## src/design/mbp_pkg.sv

```systemverilog
// Purpose: Shared constants for the multiplexed bus port and power-on output.
// Assumes: 8-bit shared address/data bus, 250 MHz ref_clk.
// Notes:   Register contents other than control register 4B live in a plain array.
package mbp_pkg;
    localparam int          MBP_DATA_W       = 8;
    localparam int          MBP_ADDR_W       = 8;
    localparam int          MBP_MEM_DEPTH    = 256;
    // Extended control register holding crystal select and wake controls.
    localparam logic [7:0]  MBP_ADDR_CTRL_4B = 8'h4B;
    localparam int          MBP_BIT_XSEL     = 0;
    localparam int          MBP_BIT_WKEN     = 1;
    localparam int          MBP_BIT_ABEN     = 2;
    localparam int          MBP_BIT_PWRON    = 3;
    localparam logic [7:0]  MBP_CTRL_RST     = 8'h00;
    localparam logic [7:0]  MBP_BYTE_RST     = 8'h00;
    localparam logic [1:0]  MBP_SYNC_RST     = 2'h3;
endpackage : mbp_pkg

```

## src/design/mbp_sync.sv

```systemverilog
// Purpose: Two-flop synchroniser for one asynchronous pin.
// Assumes: Pin idles at the reset level given by RST_VAL.
// Notes:   Only the second flop is visible outside.
`timescale 1ns/1ps
`default_nettype none
module mbp_sync #(
    parameter logic RST_VAL = 1'b1
) (
    // Clock and reset.
    input  wire logic ref_clk,
    input  wire logic rst_n,
    // Pin in, synchronised level out.
    input  wire logic pin_in,
    output logic      sync_out
);
    logic meta_r;
    logic meta_nxt;
    logic sync_r;
    logic sync_nxt;

    always_comb begin
        meta_nxt = pin_in;
        sync_nxt = meta_r;
    end

    always_ff @(posedge ref_clk) begin
        if (!rst_n) begin
            meta_r <= RST_VAL;
            sync_r <= RST_VAL;
        end else begin
            meta_r <= meta_nxt;
            sync_r <= sync_nxt;
        end
    end

    assign sync_out = sync_r;
endmodule : mbp_sync
`default_nettype wire

```

## src/design/mbp_port.sv

```systemverilog
// Purpose: Device end of a multiplexed address/data host port with power-on output.
// Assumes: All host pins are asynchronous and pass two flops before use.
// Notes:   Strobes are sampled, so host pulses must span several ref_clk cycles.
// Summary of operation
// - Bus lines carry address first, then data, on the same pins.
// - Address is captured at the falling edge of the latch strobe.
// - A read drives the addressed byte onto the bus late in the read strobe.
// - Read ends and drivers float when the read strobe returns high.
// - Latch strobe without chip select latches address but moves no data.
// - Bus data is written to the latched location only during the write strobe.
// - Output drivers are enabled only while the read strobe is low.
// - The same protocol reaches the extended battery-backed RAM.
// - Without main power, wake key or wake alarm asserts the power-on output.
// - With power present, a software control bit sets the power-on output.
// - Crystal-select control bit in register 4B picks 6pF or 12.5pF load.
// - Wake key path works only when both battery and key enables are 1.
`timescale 1ns/1ps
`default_nettype none
module mbp_port (
    // Clock and reset.
    input  wire logic                           ref_clk,
    input  wire logic                           rst_n,
    // Shared bus lines, split into input, output and output enable (low drives).
    input  wire logic [mbp_pkg::MBP_DATA_W-1:0] shared_bus_lines_in,
    output logic      [mbp_pkg::MBP_DATA_W-1:0] shared_bus_lines_out,
    output logic                                shared_bus_lines_oe_n,
    // Host strobes.
    input  wire logic                           addr_latch,
    input  wire logic                           chip_sel_n,
    input  wire logic                           rd_n,
    input  wire logic                           wr_n,
    // Power control.
    input  wire logic                           main_power_ok,
    input  wire logic                           wake_key_n,
    input  wire logic                           wake_alarm,
    output logic                                power_on_request_n_out,
    output logic                                power_on_request_n_oe_n,
    // Oscillator load select, high for 12.5pF, low for 6pF.
    output logic                                xtal_load_sel
);
    import mbp_pkg::*;

    // Synchronised copies of the host and power pins.
    logic                  ale_s;
    logic                  cs_n_s;
    logic                  rd_n_s;
    logic                  wr_n_s;
    logic                  pwr_s;
    logic                  key_n_s;
    logic                  alarm_s;
    logic [MBP_DATA_W-1:0] bus_s;

    // Battery-backed byte store; the control register is kept apart from it.
    logic [MBP_DATA_W-1:0] mem [MBP_MEM_DEPTH];

    // Edge detector history.
    logic                  ale_d_r;
    logic                  ale_d_nxt;
    logic                  key_d_r;
    logic                  key_d_nxt;
    // Address latch.
    logic [MBP_ADDR_W-1:0] addr_r;
    logic [MBP_ADDR_W-1:0] addr_nxt;
    // Control register and crystal select.
    logic [MBP_DATA_W-1:0] ctrl_r;
    logic [MBP_DATA_W-1:0] ctrl_nxt;
    logic                  xsel_r;
    logic                  xsel_nxt;
    // Read path.
    logic [MBP_DATA_W-1:0] rdata_r;
    logic [MBP_DATA_W-1:0] rdata_nxt;
    logic                  oe_n_r;
    logic                  oe_n_nxt;
    // Power-on request.
    logic                  pwr_req_r;
    logic                  pwr_req_nxt;
    // Decoded strobes and edges.
    logic                  wr_active;
    logic                  rd_active;
    logic                  ale_fall;
    logic                  key_fall;
    logic                  ctrl_hit;
    logic                  key_armed;

    // Every host pin is asynchronous, so each passes two flops before use.
    // Bus and strobes share the same lag, which keeps data aligned with strobes.
    mbp_sync #(.RST_VAL(1'b0)) u_ale (.ref_clk(ref_clk), .rst_n(rst_n),
        .pin_in(addr_latch), .sync_out(ale_s));
    mbp_sync #(.RST_VAL(1'b1)) u_cs (.ref_clk(ref_clk), .rst_n(rst_n),
        .pin_in(chip_sel_n), .sync_out(cs_n_s));
    mbp_sync #(.RST_VAL(1'b1)) u_rd (.ref_clk(ref_clk), .rst_n(rst_n),
        .pin_in(rd_n), .sync_out(rd_n_s));
    mbp_sync #(.RST_VAL(1'b1)) u_wr (.ref_clk(ref_clk), .rst_n(rst_n),
        .pin_in(wr_n), .sync_out(wr_n_s));
    mbp_sync #(.RST_VAL(1'b0)) u_pwr (.ref_clk(ref_clk), .rst_n(rst_n),
        .pin_in(main_power_ok), .sync_out(pwr_s));
    mbp_sync #(.RST_VAL(1'b1)) u_key (.ref_clk(ref_clk), .rst_n(rst_n),
        .pin_in(wake_key_n), .sync_out(key_n_s));
    mbp_sync #(.RST_VAL(1'b0)) u_alm (.ref_clk(ref_clk), .rst_n(rst_n),
        .pin_in(wake_alarm), .sync_out(alarm_s));

    for (genvar i = 0; i < MBP_DATA_W; i++) begin : g_bus_sync
        mbp_sync #(.RST_VAL(1'b0)) u_bit (.ref_clk(ref_clk), .rst_n(rst_n),
            .pin_in(shared_bus_lines_in[i]), .sync_out(bus_s[i]));
    end

    // Data moves only with chip select low, so a stray latch strobe is harmless.
    assign wr_active = !wr_n_s && !cs_n_s;
    assign rd_active = !rd_n_s && !cs_n_s;
    assign ale_fall  = ale_d_r && !ale_s;
    assign key_fall  = key_d_r && !key_n_s;
    assign ctrl_hit  = (addr_r == MBP_ADDR_CTRL_4B);
    // The key only counts when both battery and key enables are set.
    assign key_armed = ctrl_r[MBP_BIT_ABEN] && ctrl_r[MBP_BIT_WKEN];

    always_comb begin
        ale_d_nxt = ale_s;
        key_d_nxt = key_n_s;
    end

    always_ff @(posedge ref_clk) begin
        if (!rst_n) begin
            // Both start at the idle level of their pins, so reset makes no edge.
            ale_d_r <= 1'b0;
            key_d_r <= 1'b1;
        end else begin
            ale_d_r <= ale_d_nxt;
            key_d_r <= key_d_nxt;
        end
    end

    // The address holds until the next latch strobe falls, so one address
    // phase may serve any number of data phases that follow it.
    always_comb begin
        addr_nxt = addr_r;
        if (ale_fall) begin
            addr_nxt = bus_s;
        end
    end

    always_ff @(posedge ref_clk) begin
        if (!rst_n) begin
            addr_r <= MBP_BYTE_RST;
        end else begin
            addr_r <= addr_nxt;
        end
    end

    always_comb begin
        ctrl_nxt = ctrl_r;
        // Every write cycle stores, so the last sample before the strobe rises wins.
        if (wr_active && ctrl_hit) begin
            ctrl_nxt = bus_s;
        end
        xsel_nxt = ctrl_r[MBP_BIT_XSEL];
    end

    always_ff @(posedge ref_clk) begin
        if (!rst_n) begin
            ctrl_r <= MBP_CTRL_RST;
            xsel_r <= 1'b0;
        end else begin
            ctrl_r <= ctrl_nxt;
            xsel_r <= xsel_nxt;
        end
    end

    // The store has no reset, as battery-backed contents survive a system reset.
    always_ff @(posedge ref_clk) begin
        if (wr_active && !ctrl_hit) begin
            mem[addr_r] <= bus_s;
        end
    end

    always_comb begin
        rdata_nxt = mem[addr_r];
        if (ctrl_hit) begin
            rdata_nxt = ctrl_r;
        end
        // Drivers follow the read strobe both ways, so the bus floats as it rises.
        oe_n_nxt = !rd_active;
    end

    always_ff @(posedge ref_clk) begin
        if (!rst_n) begin
            rdata_r <= MBP_BYTE_RST;
            oe_n_r  <= 1'b1;
        end else begin
            rdata_r <= rdata_nxt;
            oe_n_r  <= oe_n_nxt;
        end
    end

    // With mains present software owns the request. Without mains the request
    // is sticky: the alarm or an armed key edge sets it, and once power has
    // returned it follows the software control bit again.
    always_comb begin
        pwr_req_nxt = pwr_req_r;
        if (pwr_s) begin
            pwr_req_nxt = ctrl_r[MBP_BIT_PWRON];
        end else if (alarm_s) begin
            pwr_req_nxt = 1'b1;
        end else if (key_fall && key_armed) begin
            pwr_req_nxt = 1'b1;
        end
    end

    always_ff @(posedge ref_clk) begin
        if (!rst_n) begin
            pwr_req_r <= 1'b0;
        end else begin
            pwr_req_r <= pwr_req_nxt;
        end
    end

    assign shared_bus_lines_out    = rdata_r;
    assign shared_bus_lines_oe_n   = oe_n_r;
    // Open drain: pin data is always low, enable is low while pulling.
    assign power_on_request_n_out  = 1'b0;
    assign power_on_request_n_oe_n = !pwr_req_r;
    assign xtal_load_sel           = xsel_r;
endmodule : mbp_port
`default_nettype wire

```

## config.mk

```make
export PLATFORM = sky130hd
export DESIGN_NAME = mbp_port
export DESIGN_NICKNAME = d
export VERILOG_FILES = /design/src/design/mbp_pkg.sv /design/src/design/mbp_sync.sv /design/src/design/mbp_port.sv
export SDC_FILE = /design/constraint.sdc
export NUM_CORES = 2
export LEC_CHECK = 0
export BUFFER_PORTS_ARGS = -buffer_cell sky130_fd_sc_hd__clkbuf_2
export CORE_ASPECT_RATIO = 2
export CORE_MARGIN = 3
export CORE_UTILIZATION = 55
export DETAILED_ROUTE_END_ITERATION = 8
export GPL_ROUTABILITY_DRIVEN = 0
export MAX_ROUTING_LAYER = met4
export PLACE_DENSITY_LB_ADDON = 0.12
export SLEW_MARGIN = 10
export SYNTH_ARGS = -nofsm -noshare
export SYNTH_HDL_FRONTEND = slang
export SYNTH_SLANG_ARGS = --single-unit
```

## constraint.sdc

```tcl
create_clock -name ref_clk -period 5.8 [get_ports ref_clk]
set_input_delay 1.16 -clock ref_clk [delete_from_list [all_inputs] [get_ports ref_clk]]
set_output_delay 1.16 -clock ref_clk [all_outputs]
set_load 0.01 [all_outputs]
```

==> impl_summary.log <==
[metrics] Final Setup Violations: 0
[metrics] CTS tree: yes
[metrics] crit start category: flop
[metrics] cell count after synthesis: roughly 4200
[metrics] data required time of the worst path: 6.51 ns
[metrics] routed via count: 41900
[metrics] Hold Slack: a little over 0.4 ns
[metrics] actual slew at the worst max-slew pin: approximately 1.5 ns
[metrics] FF-to-FF setup slack: 1.25 ns
[metrics] largest driver fanout on the critical path: 20
[metrics] P per Cell Area: around 320 mW/mm2
[metrics] number of clock sinks: 2115
[metrics] post-route DRC violation count: 0
[metrics] wire length reported by the detailed router: around 230000 um
[metrics] area of the mapped netlist: roughly 0.082 mm2
[metrics] root buf cell: sky130_fd_sc_hd__clkbuf_16
[metrics] largest voltage drop on the vdd net: 0.000293 V
[metrics] detailed router's first-iteration violation count: 4414
[metrics] fillcell total: approximately 10000
[metrics] number of global-route vias before repair: 42200
[metrics] number of library cell types mapped by synthesis: 67
[metrics] chip width: around 280 um
[metrics] height of the chip: ~550 um
[metrics] timing-limited maximum frequency: 220 MHz
[metrics] post-layout instance area: around 0.09 mm2
[metrics] Final Instance Count excl. Fillers: between 6000 and 7000
[metrics] area of combinational cells with multiple inputs: 0.0176 mm2
[metrics] fin crit period: about 4.5 ns
[metrics] number of register bits inferred by synthesis: ~2100
[metrics] total negative setup slack: 0 ns
[metrics] clock-pin slew on the worst setup and hold paths: ~0.070 ns
[metrics] number of hold-repair buffers added at the cts stage: 0
[metrics] ys async rst share: 0%
[metrics] Max-slew headroom: 2.23%
[metrics] Synthesis Warnings: 0
[metrics] post-route clock period utilization: between 70% and 80%
[metrics] cell taking the most area after synthesis: sky130_fd_sc_hd__edfxtp_1
[metrics] placed cell count: roughly 6000
[metrics] Post-Syn Area per Cell: 19.4 um2
[metrics] post_cts resized: 0
[metrics] top_reg_cell synth: sky130_fd_sc_hd__edfxtp_1
[metrics] arrival time worst endpoint: about 5.3 ns
[metrics] worst skew pair latency: a little over 0.8 ns
[metrics] global-route total usage across every layer: 30.8%
[metrics] worst setup skew after layout: 0.0450 ns
[metrics] Die Footprint: about 0.15 mm2
[metrics] sum of net half-perimeters after detailed placement: 149000 um
[metrics] first-pass GRT wire length: 321000 um
[metrics] portion of synthesized cell area occupied by the leading cell type: approximately 75%
[metrics] sequential cell area fraction in the yosys report: between 70 and 80%
[metrics] ANT nets after route: 0
[metrics] # nets final: about 4300
[metrics] largest cells by area after synthesis: sky130_fd_sc_hd__edfxtp_1 (75%), sky130_fd_sc_hd__mux4_2 (7.9%), sky130_fd_sc_hd__mux2i_1 (5.3%)
[metrics] Crit Reg-Reg Endpoint: shared_bus_lines_out[3]
[metrics] number of top-level pins: 29
[metrics] total overflow reported by the global router: 0
[metrics] Buffers on Ports: 27
[metrics] run status: completed
[metrics] wire length per cell after detailed routing: 36.1 um
[metrics] leakage: about 27 nW
[metrics] H-Tree Level Count: 4
[metrics] area delta synth->final: 9.43%
[metrics] unrepaired setup endpoints after global routing: no
[metrics] Inserted Clock Buffers: 180
[metrics] Post-synth EDFFs: roughly 2000
[metrics] First-pass DRT Iterations: 6
[metrics] placed inst area: 0.0840 mm2
[metrics] buffers inserted by post-CTS timing repair: 0
[metrics] ratio of cells with drive above 1 in the final layout: between 15 and 20%
[metrics] Via density: 6.61
[metrics] final-report hold violation count: 0
[metrics] register area: ~0.063 mm2
[metrics] count of pins over their slew limit: 0
[metrics] worst min path class: flop to flop
[metrics] maximum number of pins on one net before global-route repair: approximately 190
[metrics] category of the critical setup timing path: flop to flop
[metrics] number of antenna violations at the first check in global routing: 4
[metrics] Critical path destination: shared_bus_lines_out[3]
[metrics] initial cell density of the core: a little under three fifths
[metrics] number of max-capacitance violations reported: 0
[metrics] Site Rows: a little under 200
[metrics] crit path capture type: flop
[metrics] area of the core: ~0.15 mm2
[metrics] maximum buffer depth of the clock tree: 4
[metrics] number of cells on the worst reg-to-reg path: 9
-- registers in the layout, summed over array words and instances (netlist names), 8 cells and up, named ones only --
signal / flops
g_bus_sync.u_bit.sync_out: 8
mem: 2048
g_bus_sync.u_bit.meta_r: 8
ctrl_r: 8
addr_r: 8
shared_bus_lines_out: 8
-- cell usage after synthesis (all sizes together) (16+ instances only) --
master,instances
nand2b,16
nand3,33
a211oi,38
mux2i,434
clkbuf,106
a221oi,34
mux4,307
edfxtp,2048
nor3,38
dfxtp,67
nand2,128
o22ai,126
and2,27
a21oi,51
o21ai,64
nor4,19
o221ai,55
nor2,302
buf,154
a22oi,45
a31oi,17
-- layout make-up --
cell class	count	share of cell area, %
diodes	4	0.0112
well taps	1909	2.66
inverters	5	0.0237
repair buffers	135	1.31
flip-flops and latches	2115	70.1
clock buffers	226	5.32
multi-input cells	1847	19.6
clock inverters	90	1.03
-- power breakdown --
group	total (mW)	internal (mW)	switching, mW
registers	16.7	16.7	0.0600
clock network	12.0	6.64	5.34
logic	0.325	0.0736	0.251
total	29.0	23.4	5.65
-- per-stage QoR --
| stage | power (mW) | setup slack [ns] | util (%) |
|---|---|---|---|
| CTS | 29.2 | 1.34 | 60.8 |
| global placement | 17.4 | 1.39 | 56.9 |
| finish | 29.0 | 1.25 | 60.8 |
| floorplan | 17.3 | 1.53 | - |
| detailed placement | 17.4 | 1.35 | 56.9 |
| global route | 29.7 | 1.30 | 60.8 |
-- layer usage --
| layer | global-route usage [%] | wire length, um |
|---|---|---|
| met2 | 52.4 | 120000 |
| met4 | 22.0 | 20800 |
| met5 | - | 0 |
| met3 | 3.51 | 13700 |
| met1 | 33.6 | 74400 |
-- critical path: stages (launching register included) --
cell and delay (ns):
sky130_fd_sc_hd__dfxtp_2 0.61, sky130_fd_sc_hd__buf_4 0.23, sky130_fd_sc_hd__buf_4 0.43, sky130_fd_sc_hd__nand3b_1 0.98, sky130_fd_sc_hd__buf_4 0.39, sky130_fd_sc_hd__o22ai_1 0.12
sky130_fd_sc_hd__a211oi_1 0.98, sky130_fd_sc_hd__a221o_1 0.32, sky130_fd_sc_hd__nor4_1 0.08, sky130_fd_sc_hd__a211o_1 0.25
-- cells in the final DEF, fill, tap and decap left out, types with 20 or more instances in the layout --
cell / n
sky130_fd_sc_hd__a21oi_1: 51
sky130_fd_sc_hd__a221oi_1: 34
sky130_fd_sc_hd__clkinv_1: 32
sky130_fd_sc_hd__nor2_1: 297
sky130_fd_sc_hd__o22ai_1: 126
sky130_fd_sc_hd__clkbuf_1: 40
sky130_fd_sc_hd__edfxtp_1: 2048
sky130_fd_sc_hd__and2_1: 25
sky130_fd_sc_hd__a22oi_1: 45
sky130_fd_sc_hd__dfxtp_1: 55
sky130_fd_sc_hd__o221ai_1: 52
sky130_fd_sc_hd__nor3_1: 38
sky130_fd_sc_hd__mux2i_1: 434
sky130_fd_sc_hd__clkinv_2: 28
sky130_fd_sc_hd__a211oi_1: 38
sky130_fd_sc_hd__clkbuf_16: 183
sky130_fd_sc_hd__mux4_2: 287
sky130_fd_sc_hd__clkbuf_2: 27
sky130_fd_sc_hd__mux4_1: 20
sky130_fd_sc_hd__nand3_1: 33
sky130_fd_sc_hd__nand2_1: 124
sky130_fd_sc_hd__buf_4: 90
sky130_fd_sc_hd__o21ai_0: 63
-- worst min-delay path by stage --
| stage | startpoint | to | slack, ns | depth (start not counted) |
|---|---|---|---|---|
| floorplan | u_cs.meta_r | u_cs.sync_out | 0.39 | 1 |
| global placement | u_rd.meta_r | u_rd.sync_out | 0.39 | 1 |
| detailed placement | u_cs.meta_r | u_cs.sync_out | 0.40 | 1 |
| CTS | u_cs.meta_r | u_cs.sync_out | 0.42 | 1 |
| global route | u_rd.meta_r | u_rd.sync_out | 0.43 | 1 |
| finish | u_cs.meta_r | u_cs.sync_out | 0.41 | 1 |
-- logic make-up after synthesis --
group	Yosys count	share of synthesized area, %
flip-flops	2115	76.6
other	1	0.00457
buffers and inverters	265	2.07
AND/OR/NAND/NOR	604	3.23
AO/OA/AOI/OAI	492	4.24
multiplexers	742	13.8
No activity file was read; power rests on OpenSTA's default activity.
